$ cat src/verilog/phy_special_pkg.sv
`default_nettype none
// ---------------------------------------------------------------------------
// Shared constants for the special control and indication register
// ---------------------------------------------------------------------------
package phy_special_pkg;

    // Register geometry
    localparam int          NUM_PORTS   = 2;
    localparam int          REG_WIDTH   = 16;
    localparam int          INDEX_WIDTH = 5;
    localparam logic [4:0]  REG_INDEX   = 5'h1B;

    // Field positions
    localparam int BIT_SRC_SEL  = 15;
    localparam int BIT_AUTO_EN  = 14;
    localparam int BIT_MAN_ST   = 13;
    localparam int BIT_HB_DIS   = 11;
    localparam int BIT_FAR_END_FAULT_ENABLE  = 5;
    localparam int BIT_RX_POL   = 4;

    // Writable and readable bit masks
    localparam logic [15:0] WRITE_MASK  = 16'hE820;
    localparam logic [15:0] READ_MASK   = 16'hE830;

    // Reset values of the stored bits
    localparam logic        SRC_SEL_RST = 1'b0;
    localparam logic        AUTO_EN_RST = 1'b0;
    localparam logic        MAN_ST_RST  = 1'b0;
    localparam logic        HB_DIS_RST  = 1'b0;
    localparam logic        FEFI_RST    = 1'b0;
    localparam logic        RX_POL_RST  = 1'b0;

    // Crossover modes, Gray ordered
    typedef enum logic [1:0] {
        MODE_MDI  = 2'b00,
        MODE_MDIX = 2'b01,
        MODE_AUTO = 2'b11
    } xover_mode_t;

    // Start-up sequence: capture straps once, then run
    typedef enum logic {
        ST_INIT = 1'b0,
        ST_RUN  = 1'b1
    } init_state_t;

    // Register-driven mode; the reserved pair keeps the previous mode
    function automatic xover_mode_t reg_mode(input logic        en,
                                             input logic        st,
                                             input xover_mode_t prev);
        xover_mode_t m;
        m = prev;
        unique case ({en, st})
            2'b00: m = MODE_MDI;
            2'b01: m = MODE_MDIX;
            2'b10: m = MODE_AUTO;
            2'b11: m = prev;
        endcase
        return m;
    endfunction

    // Strap-driven mode; automatic strap overrides the manual one
    function automatic xover_mode_t strap_mode(input logic auto_s,
                                               input logic man_s);
        xover_mode_t m;
        m = MODE_MDI;
        if (auto_s) begin
            m = MODE_AUTO;
        end else if (man_s) begin
            m = MODE_MDIX;
        end
        return m;
    endfunction

endpackage
`default_nettype wire

$ cat src/verilog/phy_port_ctrl.sv
`timescale 1ns/10ps
`default_nettype none
// ---------------------------------------------------------------------------
// One port copy of the special control and indication register
// ---------------------------------------------------------------------------
module phy_port_ctrl (
    input  wire logic                               clk_i,
    input  wire logic                               reset_n_i,
    input  wire logic                               wr_en_i,
    input  wire logic [phy_special_pkg::REG_WIDTH-1:0] wdata_i,
    input  wire logic                               soft_reset_i,
    input  wire logic                               strap_auto_i,
    input  wire logic                               strap_manual_i,
    input  wire logic                               fx_mode_i,
    input  wire logic                               rx_pol_rev_i,
    output logic [phy_special_pkg::REG_WIDTH-1:0]   value_o,
    output phy_special_pkg::xover_mode_t            mode_o,
    output logic                                    heartbeat_on_o,
    output logic                                    far_end_fault_enable_o,
    output logic                                    auto_strap_o,
    output logic                                    ready_o
);
    import phy_special_pkg::*;

    init_state_t state_reg,     state_next;
    logic        src_sel_reg,   src_sel_next;
    logic        auto_en_reg,   auto_en_next;
    logic        man_st_reg,    man_st_next;
    logic        hb_dis_reg,    hb_dis_next;
    logic        fefi_reg,      fefi_next;
    logic        rx_pol_reg,    rx_pol_next;
    logic        s_auto_reg,    s_auto_next;
    logic        s_man_reg,     s_man_next;
    logic        fx_reg,        fx_next;
    xover_mode_t mode_reg,      mode_next;
    logic        hb_on_reg,     hb_on_next;

    // ------------------------------------------------------------------
    // Next state
    // ------------------------------------------------------------------
    // Straps are caught in the first cycle after reset release, since an
    // asynchronous reset may only load constants.
    always_comb begin
        state_next   = state_reg;
        src_sel_next = src_sel_reg;
        auto_en_next = auto_en_reg;
        man_st_next  = man_st_reg;
        hb_dis_next  = hb_dis_reg;
        fefi_next    = fefi_reg;
        s_auto_next  = s_auto_reg;
        s_man_next   = s_man_reg;
        fx_next      = fx_reg;
        unique case (state_reg)
            ST_INIT: begin
                state_next  = ST_RUN;
                s_auto_next = strap_auto_i;      // RQ6
                s_man_next  = strap_manual_i;    // RQ3
                fx_next     = fx_mode_i;
                fefi_next   = fx_mode_i;         // RQ10
            end
            ST_RUN: begin
                if (wr_en_i) begin
                    src_sel_next = wdata_i[BIT_SRC_SEL];
                    auto_en_next = wdata_i[BIT_AUTO_EN];  // RQ4
                    man_st_next  = wdata_i[BIT_MAN_ST];
                    hb_dis_next  = wdata_i[BIT_HB_DIS];   // RQ8
                    fefi_next    = wdata_i[BIT_FAR_END_FAULT_ENABLE];  // RQ9
                end
                // Soft reset reloads bits 15 and 5 only
                if (soft_reset_i) begin
                    src_sel_next = SRC_SEL_RST;  // RQ12
                    fefi_next    = fx_reg;       // RQ10
                end
            end
        endcase
        rx_pol_next = rx_pol_rev_i;              // RQ11
        hb_on_next  = ~hb_dis_next;              // RQ8
        // Mode follows the same edge as the write that changes it
        if (src_sel_next) begin
            mode_next = reg_mode(auto_en_next, man_st_next,
                                 mode_reg);      // RQ2 RQ4
        end else begin
            mode_next = strap_mode(s_auto_next, s_man_next); // RQ3 RQ5
        end
    end

    // ------------------------------------------------------------------
    // Registers
    // ------------------------------------------------------------------
    always_ff @(posedge clk_i or negedge reset_n_i) begin
        if (!reset_n_i) begin
            state_reg   <= ST_INIT;
            src_sel_reg <= SRC_SEL_RST;
            auto_en_reg <= AUTO_EN_RST;          // RQ12
            man_st_reg  <= MAN_ST_RST;
            hb_dis_reg  <= HB_DIS_RST;
            fefi_reg    <= FEFI_RST;
            rx_pol_reg  <= RX_POL_RST;
            s_auto_reg  <= 1'b0;
            s_man_reg   <= 1'b0;
            fx_reg      <= 1'b0;
            mode_reg    <= MODE_MDI;
            hb_on_reg   <= 1'b1;
        end else begin
            state_reg   <= state_next;
            src_sel_reg <= src_sel_next;
            auto_en_reg <= auto_en_next;
            man_st_reg  <= man_st_next;
            hb_dis_reg  <= hb_dis_next;
            fefi_reg    <= fefi_next;
            rx_pol_reg  <= rx_pol_next;
            s_auto_reg  <= s_auto_next;
            s_man_reg   <= s_man_next;
            fx_reg      <= fx_next;
            mode_reg    <= mode_next;
            hb_on_reg   <= hb_on_next;
        end
    end

    // Register image; reserved positions stay zero
    always_comb begin
        value_o              = '0;               // RQ13
        value_o[BIT_SRC_SEL] = src_sel_reg;
        value_o[BIT_AUTO_EN] = auto_en_reg;
        value_o[BIT_MAN_ST]  = man_st_reg;
        value_o[BIT_HB_DIS]  = hb_dis_reg;
        value_o[BIT_FAR_END_FAULT_ENABLE] = fefi_reg;
        value_o[BIT_RX_POL]  = rx_pol_reg;
    end

    assign mode_o         = mode_reg;
    assign heartbeat_on_o = hb_on_reg;
    assign far_end_fault_enable_o      = fefi_reg;
    assign auto_strap_o   = s_auto_reg;
    assign ready_o        = state_reg;

endmodule
`default_nettype wire

$ cat src/verilog/phy_special_ctrl_status_reg.sv
`timescale 1ns/10ps
`default_nettype none
// How it works
// (RQ1) Register lives at index 27, 16 bits, one copy per PHY port.
// (RQ2) Source select set: crossover mode comes from the two register bits.
// (RQ3) Source select clear, the reset value: mode comes from sampled straps.
// (RQ4) Bits 00 no crossover, 01 crossover, 10 automatic; 11 never written.
// (RQ5) Auto strap high means automatic; else manual strap picks crossover.
// (RQ6) Sampled automatic strap of each port is visible as a status bit.
// (RQ7) Software should not pick automatic crossover on a fibre port.
// (RQ8) Heartbeat disable bit: 0 keeps the SQE test, 1 stops it.
// (RQ9) Far-end fault enable turns fault generation and detection on.
// (RQ10) Far-end fault enable resets to 1 on fibre ports, else 0.
// (RQ11) Receive polarity bit is read-only; 1 means reversed, resets to 0.
// (RQ12) Bits 14, 13, 11 clear on full reset, survive a soft reset.
// (RQ13) Reserved bits read zero and ignore writes.
module phy_special_ctrl_status_reg (
    input  wire logic                                  clk_i,
    input  wire logic                                  reset_n_i,
    input  wire logic                                  phy_sel_i,
    input  wire logic [phy_special_pkg::INDEX_WIDTH-1:0] reg_index_i,
    input  wire logic [phy_special_pkg::REG_WIDTH-1:0] wr_data_i,
    input  wire logic                                  wr_i,
    input  wire logic                                  rd_i,
    input  wire logic [phy_special_pkg::NUM_PORTS-1:0] soft_reset_i,
    input  wire logic [phy_special_pkg::NUM_PORTS-1:0] strap_auto_i,
    input  wire logic [phy_special_pkg::NUM_PORTS-1:0] strap_manual_i,
    input  wire logic [phy_special_pkg::NUM_PORTS-1:0] fx_mode_i,
    input  wire logic [phy_special_pkg::NUM_PORTS-1:0] rx_pol_rev_i,
    output logic [phy_special_pkg::REG_WIDTH-1:0]      rd_data_o,
    output logic [phy_special_pkg::NUM_PORTS-1:0][1:0] crossover_mode_o,
    output logic [phy_special_pkg::NUM_PORTS-1:0]      heartbeat_on_o,
    output logic [phy_special_pkg::NUM_PORTS-1:0]      far_end_fault_en_o,
    output logic [phy_special_pkg::NUM_PORTS-1:0]      auto_strap_state_o,
    output logic [phy_special_pkg::NUM_PORTS-1:0]      ready_o
);
    import phy_special_pkg::*;

    // ------------------------------------------------------------------
    // Address decode
    // ------------------------------------------------------------------
    // Shared by the write and read paths
    function automatic logic addr_hit(input logic       sel,
                                      input logic [4:0] idx,
                                      input int         port);
        return (sel == port[0]) && (idx == REG_INDEX);  // RQ1
    endfunction

    logic [NUM_PORTS-1:0]                wr_port;
    logic [NUM_PORTS-1:0][REG_WIDTH-1:0] port_value;
    xover_mode_t [NUM_PORTS-1:0]         port_mode;
    logic [REG_WIDTH-1:0]                rd_data_reg, rd_data_next;

    // ------------------------------------------------------------------
    // Port copies
    // ------------------------------------------------------------------
    // Only the writable lanes reach a port copy
    genvar p;
    generate
        for (p = 0; p < NUM_PORTS; p++) begin : g_port
            assign wr_port[p] = wr_i &&
                                addr_hit(phy_sel_i, reg_index_i, p); // RQ1
            assign crossover_mode_o[p] = port_mode[p];
            phy_port_ctrl u_port (
                .clk_i          (clk_i),
                .reset_n_i      (reset_n_i),
                .wr_en_i        (wr_port[p]),
                .wdata_i        (wr_data_i & WRITE_MASK),   // RQ13
                .soft_reset_i   (soft_reset_i[p]),
                .strap_auto_i   (strap_auto_i[p]),
                .strap_manual_i (strap_manual_i[p]),
                .fx_mode_i      (fx_mode_i[p]),
                .rx_pol_rev_i   (rx_pol_rev_i[p]),
                .value_o        (port_value[p]),
                .mode_o         (port_mode[p]),
                .heartbeat_on_o (heartbeat_on_o[p]),
                .far_end_fault_enable_o      (far_end_fault_en_o[p]),
                .auto_strap_o   (auto_strap_state_o[p]),
                .ready_o        (ready_o[p])
            );
        end
    endgenerate

    // ------------------------------------------------------------------
    // Read path
    // ------------------------------------------------------------------
    // Data stand one cycle after the strobe and are zero otherwise, so an
    // unmapped index or idle bus simply reads as zero.
    always_comb begin
        rd_data_next = '0;
        for (int i = 0; i < NUM_PORTS; i++) begin
            if (rd_i && addr_hit(phy_sel_i, reg_index_i, i)) begin
                rd_data_next = port_value[i] & READ_MASK;  // RQ13
            end
        end
    end

    always_ff @(posedge clk_i or negedge reset_n_i) begin
        if (!reset_n_i) begin
            rd_data_reg <= '0;
        end else begin
            rd_data_reg <= rd_data_next;
        end
    end

    assign rd_data_o = rd_data_reg;

    generate
        for (p = 0; p < NUM_PORTS; p++) begin : g_chk

        end
    endgenerate
endmodule
`default_nettype wire

$ cat config.mk
export PLATFORM = sky130hd
export DESIGN_NAME = phy_special_ctrl_status_reg
export DESIGN_NICKNAME = d
export VERILOG_FILES = /design/src/verilog/phy_special_pkg.sv /design/src/verilog/phy_port_ctrl.sv /design/src/verilog/phy_special_ctrl_status_reg.sv
export SDC_FILE = /design/constraint.sdc
export NUM_CORES = 1
export LEC_CHECK = 0
export BUFFER_PORTS_ARGS = -buffer_cell sky130_fd_sc_hd__buf_2
export CORE_MARGIN = 2
export CORE_UTILIZATION = 45
export DETAILED_ROUTE_END_ITERATION = 8
export MAX_ROUTING_LAYER = met4
export PLACE_DENSITY = 0.77
export SLEW_MARGIN = 40
export SYNTH_ARGS = -nofsm -noshare
export SYNTH_HDL_FRONTEND = slang
export SYNTH_SLANG_ARGS = --single-unit
export TNS_END_PERCENT = 1
$ cat constraint.sdc
create_clock -name clk_i -period 4.4 [get_ports clk_i]
set_input_delay 0.88 -clock clk_i [delete_from_list [all_inputs] [get_ports clk_i]]
set_output_delay 0.88 -clock clk_i [all_outputs]
set_load 0.01 [all_outputs]
# Word level (Yosys, flattened, before mapping)
# Cells that the tools add are included.
[word_totals]
output_inout_bits = 28
elab_cells = 85
reg_bits = 41
[op_classes]
n_eq_ne = 11
mux = 38
reduce_logical = 8
n_bitwise = 4
[ops]
columns = ["op", "count"]
rows = [
  ["2-to-1 mux 16 bit", 2],
  ["2-to-1 mux 1 bit", 28],
  ["one-hot mux 2 bit (3 select lines)", 2],
  ["equality test 2 bit, second input constant", 4],
  ["2-to-1 mux 2 bit", 4],
  ["logical AND 1 bit", 6],
  ["equality test 5 bit, second input constant", 1],
  ["equality test 2 x 1 -> 1 bit, second input constant", 2],
  ["logical NOT 2 bit", 2],
  ["inequality test 2 bit, second input constant", 2],
  ["NOT 1 bit", 4],
  ["one-hot mux 1 bit (2 select lines)", 2],
  ["inequality test 3 x 2 -> 1 bit, second input constant", 1],
  ["inequality test 3 bit, second input constant", 1],
]

# Depth between registers and ports, before layout
[depth]
word_depth = 8
mapped_depth = 8
mapped_depth_nobuf = 7

# Modules after synthesis
# From an unflattened synthesis, not the netlist that was laid out.
[unflattened]
cells_unflattened = 150
area_unflattened_um2 = 1739.2
[by_module_without_submodules]
columns = ["module", "cells_each", "n_inst", "seq_area_each_um2", "area_each_um2"]
rows = [
  ["phy_port_ctrl", 57, 2, 326.6, 680.7],
  ["phy_special_ctrl_status_reg", 36, 1, 150.1, 377.9],
]

# Least setup slack after synthesis
# No wires, ideal clock.
[synth_timing]
kind = "input-to-reg"
start = "input reg_index_i[2] (netlist name)"
end = "register g_port[0].u_port.mode_reg[1]"
required_time_ns = 4.275
setup_ns = 0.125
t_arrival_ns = 2.688
cell_stages = 8
slack_ns = 1.587
n_path_buf = 1
cell_sequence = "nand3b_4 nor2_1 and4b_2 clkbuf_1 mux2_2 ha_1 mux2_2 mux2_4"
[synth_between]
elab_chain_len = 8
elab_cells_between_ends = 17
classes_between = "5 x eq/ne; 9 x mux; 3 x reduce/logical"
[synth_rtl]
columns = ["item", "line", "source"]
rows = [
  ["from (decl)", "phy_special_ctrl_status_reg.sv:21", "input wire logic [phy_special_pkg::INDEX_WIDTH-1:0] reg_index_i,"],
  ["equality test 5 bit (*)", "phy_special_ctrl_status_reg.sv:46", "return (sel == port[0]) && (idx == REG_INDEX);"],
  ["logical AND 1 bit (*)", "phy_special_ctrl_status_reg.sv:46", ""],
  ["logical AND 1 bit (*)", "phy_special_ctrl_status_reg.sv:61", "assign wr_port[p] = wr_i &&"],
  ["2-to-1 mux 1 bit (*)", "phy_port_ctrl.sv:62", "if (wr_en_i) begin"],
  ["2-to-1 mux 1 bit (*)", "phy_port_ctrl.sv:53", "unique case (state_reg)"],
  ["named net g_port[0].u_port.man_st_next", "phy_port_ctrl.sv:28", "logic man_st_reg, man_st_next;"],
  ["equality test 2 bit (tied with other cells)", "phy_special_pkg.sv:52", "unique case ({en, st})"],
  ["one-hot mux 2 bit (3 select lines)", "phy_special_pkg.sv:52", ""],
  ["2-to-1 mux 2 bit", "phy_port_ctrl.sv:79", "if (src_sel_next) begin"],
  ["to (signal assigned)", "phy_port_ctrl.sv:115", "mode_reg <= mode_next;"],
  ["to (decl)", "phy_port_ctrl.sv:35", "xover_mode_t mode_reg, mode_next;"],
]
# The timed path passes the listed nets; every way through them passes the cells marked *.
# A chain may end at the register's enable or synchronous reset.

# Worst setup path in the final report
[layout_timing]
start = "input phy_sel_i"
end = "register g_port[1].u_port.mode_reg[1]"
[layout_between]
elab_chain_len = 7
elab_cells_between_ends = 16
classes_between = "4 x eq/ne; 9 x mux; 3 x reduce/logical"
[layout_rtl]
columns = ["item", "line", "source"]
rows = [
  ["from (decl)", "phy_special_ctrl_status_reg.sv:20", "input wire logic phy_sel_i,"],
  ["logical AND 1 bit (*)", "phy_special_ctrl_status_reg.sv:46", ""],
  ["logical AND 1 bit (*)", "phy_special_ctrl_status_reg.sv:61", ""],
  ["2-to-1 mux 1 bit (*)", "phy_port_ctrl.sv:62", ""],
  ["2-to-1 mux 1 bit (*)", "phy_port_ctrl.sv:53", ""],
  ["named net g_port[1].u_port.auto_en_next", "phy_port_ctrl.sv:27", "logic auto_en_reg, auto_en_next;"],
  ["equality test 2 bit (tied with other cells)", "phy_special_pkg.sv:52", ""],
  ["one-hot mux 2 bit (3 select lines)", "phy_special_pkg.sv:52", ""],
  ["2-to-1 mux 2 bit", "phy_port_ctrl.sv:79", ""],
  ["to (signal assigned)", "phy_port_ctrl.sv:115", ""],
  ["to (decl)", "phy_port_ctrl.sv:35", ""],
]
# Marks and branches as above.

==> summary.md <==
| Metric | Value |
|---|---|
| Cell variety after synth | 35 |
| Pin count of the biggest net entering global routing | 32 |
| Reg-to-reg slack, setup | 2020 ps |
| Max clock buf depth | 2 |
| Post-CTS setup buffers | 0 |
| Sink Count | 31 |
| Drt pass-1 iters | 3 |
| Clock-pin slew on the worst setup and hold paths | 90 ps |
| Ant. Diodes | 0 |
| CTS Hold Buffers Added | 0 |
| # H-tree levels | 2 |
| Crit path buf inv count | 1 |
| Core area | 3340 um2 |
| Max-Cap Viols | 0 |
| DIE HEIGHT | 63.1 um |
| R2r endpoint | g_port[0].u_port.mode_o[1]$_DFFE_PN0P_ |
| Dpl hpwl | 2.16 mm |
| Hold WS | 451 ps |
| Antenna-violating nets left | 0 |
| Max VDD drop | 0.211 mV |
| Largest register FFs | 6 |
| Port Buffer Count | 42 |
| Crit Path Max Fanout | 9 |
| Avg WL per Cell | 12.7 um |
| Initial core utilization | 0.471 |
| Commonest non-fill, non-tap cell in the layout | buf_2 |
| PostCTS Resize Cnt | 0 |
| Routed via count | 1,033 |
| Total track usage | 0.155 |
| Filler-free cell count of the finished design | 213 |
| CTS tree | done |
| Root Buffer | clkbuf_4 |
| Worst-Margin Slew | 659 ps |
| Cell at the slowest stage of the critical path | mux2_2 |
| CP Class | in2reg |
| Leading cell types in the layout, fill and taps excluded | 42 x buf_2, 29 x dfrtp_1, 14 x mux2i_1, 12 x mux2_2, 11 x conb_1 |
| Layout cells sized above 1 | 0.425 |
| First-pass GRT wire length | 4.59 mm |
| Register-to-Register Path Depth | 5 |
| CP startpoint kind | primary input |
| Slew Limit Fails | 0 |
| Total CTS buffers | 5 |
| Status | completed |
| Nets@finish | 206 |
| Pwr/cell area | 360 nW/um2 |
| Vias per Instance | 4.85 |
| CP Capture Type | register |
| Critical Path End | g_port[1].u_port.mode_o[1]$_DFFE_PN0P_ |
| Mapped cell area | 1570 um2 |
| Largest stage delay, worst path | 380 ps |
| Initial antenna violation count | 0 |
| Synthesized area per cell | 12.1 um2 |
| Fin util | 0.540 |
| Final setup TNS | 0 ps |
| Hold WC Path Type | reg2reg |
| Die ar. | 3980 um2 |
| DRC viols | 0 |
| RSZ-0062 raised after global routing | false |
| Fin crit share | 0.619 |
| Synth warn | 0 |
| Worst reg2reg path startpoint | g_port[0].u_port.ready_o$_DFF_PN0_ |
| Site Rows | 21 |
| Layout Area Growth over Synthesis | 14.6% |
| Critical Path Start | phy_sel_i |
| Design area | 1800 um2 |
| Crit-path cells | buf_2 -> nand4_1 -> nor2_1 -> nand2_1 -> mux2_2 -> ha_1 -> mux2_2 -> mux2_1 |
| Slew headroom | 0.561 |
| Post-Syn Instances | 130 |
| # fillers | 306 |
| Final Hold Fails | 0 |
| Worst path top cell family by delay | multiplexers |
| Global route total overflow | 0 |
| Period minus WS final | 2730 ps |
| Starting DRC count in detailed routing | 31 |
| WP depth | 8 |
| Worst Path Required | 4620 ps |
| Detailed Route WL | 2.71 mm |
| Die W | 63.1 um |
| Routability cong. | 0.810 |
| Flops & latches, synth | 31 |
| Fmax | 367 MHz |
| Worst path arrival time | 2940 ps |
| Post-Place Cells | 205 |
| Num ports | 64 |
| Vias in the first global route | 1,037 |
| Register area share after synthesis | 0.495 |
| Placed Area | 1720 um2 |
| Setup Viol. Count Final | 0 |
| Static leakage | 0.936 nW |
| Clock Skews | 3.35 ps |
| CP dominant cell by count | mux2_2 |
| Clock latency on the worst-skew pair | 330 ps |
## cells in the mapped netlist
cell / instances / share of area
mux2i_1: 14 / 0.089
or3_1: 1 / 0.0040
buf_4: 18 / 0.086
ha_1: 4 / 0.032
a21oi_1: 2 / 0.0064
dfstp_2: 2 / 0.033
and4b_2: 1 / 0.0072
mux2_2: 12 / 0.086
nor2b_1: 3 / 0.012
a211oi_1: 1 / 0.0048
inv_1: 1 / 0.0024
o31ai_1: 1 / 0.0048
mux2_1: 1 / 0.0072
nand4b_4: 1 / 0.015
nand3_1: 1 / 0.0032
nor2_1: 9 / 0.021
o211ai_2: 1 / 0.0080
nand2b_1: 1 / 0.0040
a2bb2oi_1: 1 / 0.0056
a21o_1: 1 / 0.0048
a31oi_1: 1 / 0.0040
or2_4: 1 / 0.0056
conb_1: 2 / 0.0048
nand2_1: 8 / 0.019
nor4_1: 2 / 0.0080
nand3b_4: 1 / 0.013
mux2_4: 1 / 0.0095
nand4_1: 1 / 0.0040
a211o_2: 1 / 0.0064
o311ai_0: 1 / 0.0056
o21ai_0: 1 / 0.0032
or4_1: 1 / 0.0048
dfrtp_1: 29 / 0.46
buf_6: 1 / 0.0072
clkbuf_1: 3 / 0.0072
## worst reg2reg max path: stages, from the launching register on
cell	delay, ps
dfrtp_1	710
and4b_2	430
mux2_2	380
ha_1	230
mux2_2	270
mux2_4	250
## stage by stage
stage               total power [mW]  setup slack (ps)
floorplan                      0.398              1590
global placement               0.421              1340
detailed placement             0.426              1330
CTS                            0.656              1680
global route                   0.685              1590
finish                         0.650              1670
## area by class of cell
class / instances / area (um2) / area share
Multi-Input combinational cell: 85 / 667 / 0.370
Tap cell: 46 / 57.6 / 0.0319
Inverter: 1 / 3.75 / 0.00208
Clock buffer: 6 / 51.3 / 0.0285
Clock inverter: 2 / 35.0 / 0.0194
Sequential cell: 31 / 778 / 0.432
Timing Repair Buffer: 42 / 210 / 0.117
## worst min path at each step
stage	slack, ps	cells after the start	startpoint	endpoint
floorplan	410	1	g_port[0].u_port.hb_dis_reg$_DFF_PN0_	g_port[0].u_port.heartbeat_on_o$_DFF_PN1_
global placement	420	1	g_port[1].u_port.hb_dis_reg$_DFF_PN0_	g_port[1].u_port.heartbeat_on_o$_DFF_PN1_
detailed placement	450	1	g_port[0].u_port.hb_dis_reg$_DFF_PN0_	g_port[0].u_port.heartbeat_on_o$_DFF_PN1_
CTS	460	1	g_port[0].u_port.hb_dis_reg$_DFF_PN0_	g_port[0].u_port.heartbeat_on_o$_DFF_PN1_
global route	490	1	g_port[1].u_port.hb_dis_reg$_DFF_PN0_	g_port[1].u_port.heartbeat_on_o$_DFF_PN1_
finish	450	1	g_port[0].u_port.hb_dis_reg$_DFF_PN0_	g_port[0].u_port.heartbeat_on_o$_DFF_PN1_
## where the power goes
group	switching (mW)	total, mW	internal, mW
Combinational	0.0486	0.0941	0.0455
Sequential	0.0159	0.325	0.309
Clock	0.0965	0.231	0.134
## routing by layer
metal | GRT usage | routed length, um | vias up
met3 | 0.0500 | 188 | 7
met2 | 0.242 | 1300 | 39
li1 | - | - | 498
met1 | 0.183 | 1170 | 489
met4 | 0.0722 | 55 | 0
met5 | - | 0 | -
## logic make-up (layout without fill, tap and decap cells)
group / after synthesis / count (layout) / share of synthesized area
flops: 31 / 31 / 0.495
simple gates: 31 / 31 / 0.121
mux: 28 / 28 / 0.192
buf+inv: 23 / 51 / 0.103
compound gates: 11 / 11 / 0.0533
fa+ha+maj: 4 / 4 / 0.0318
other cells: 2 / 11 / 0.00478
Power figures use the tool's default switching activity.
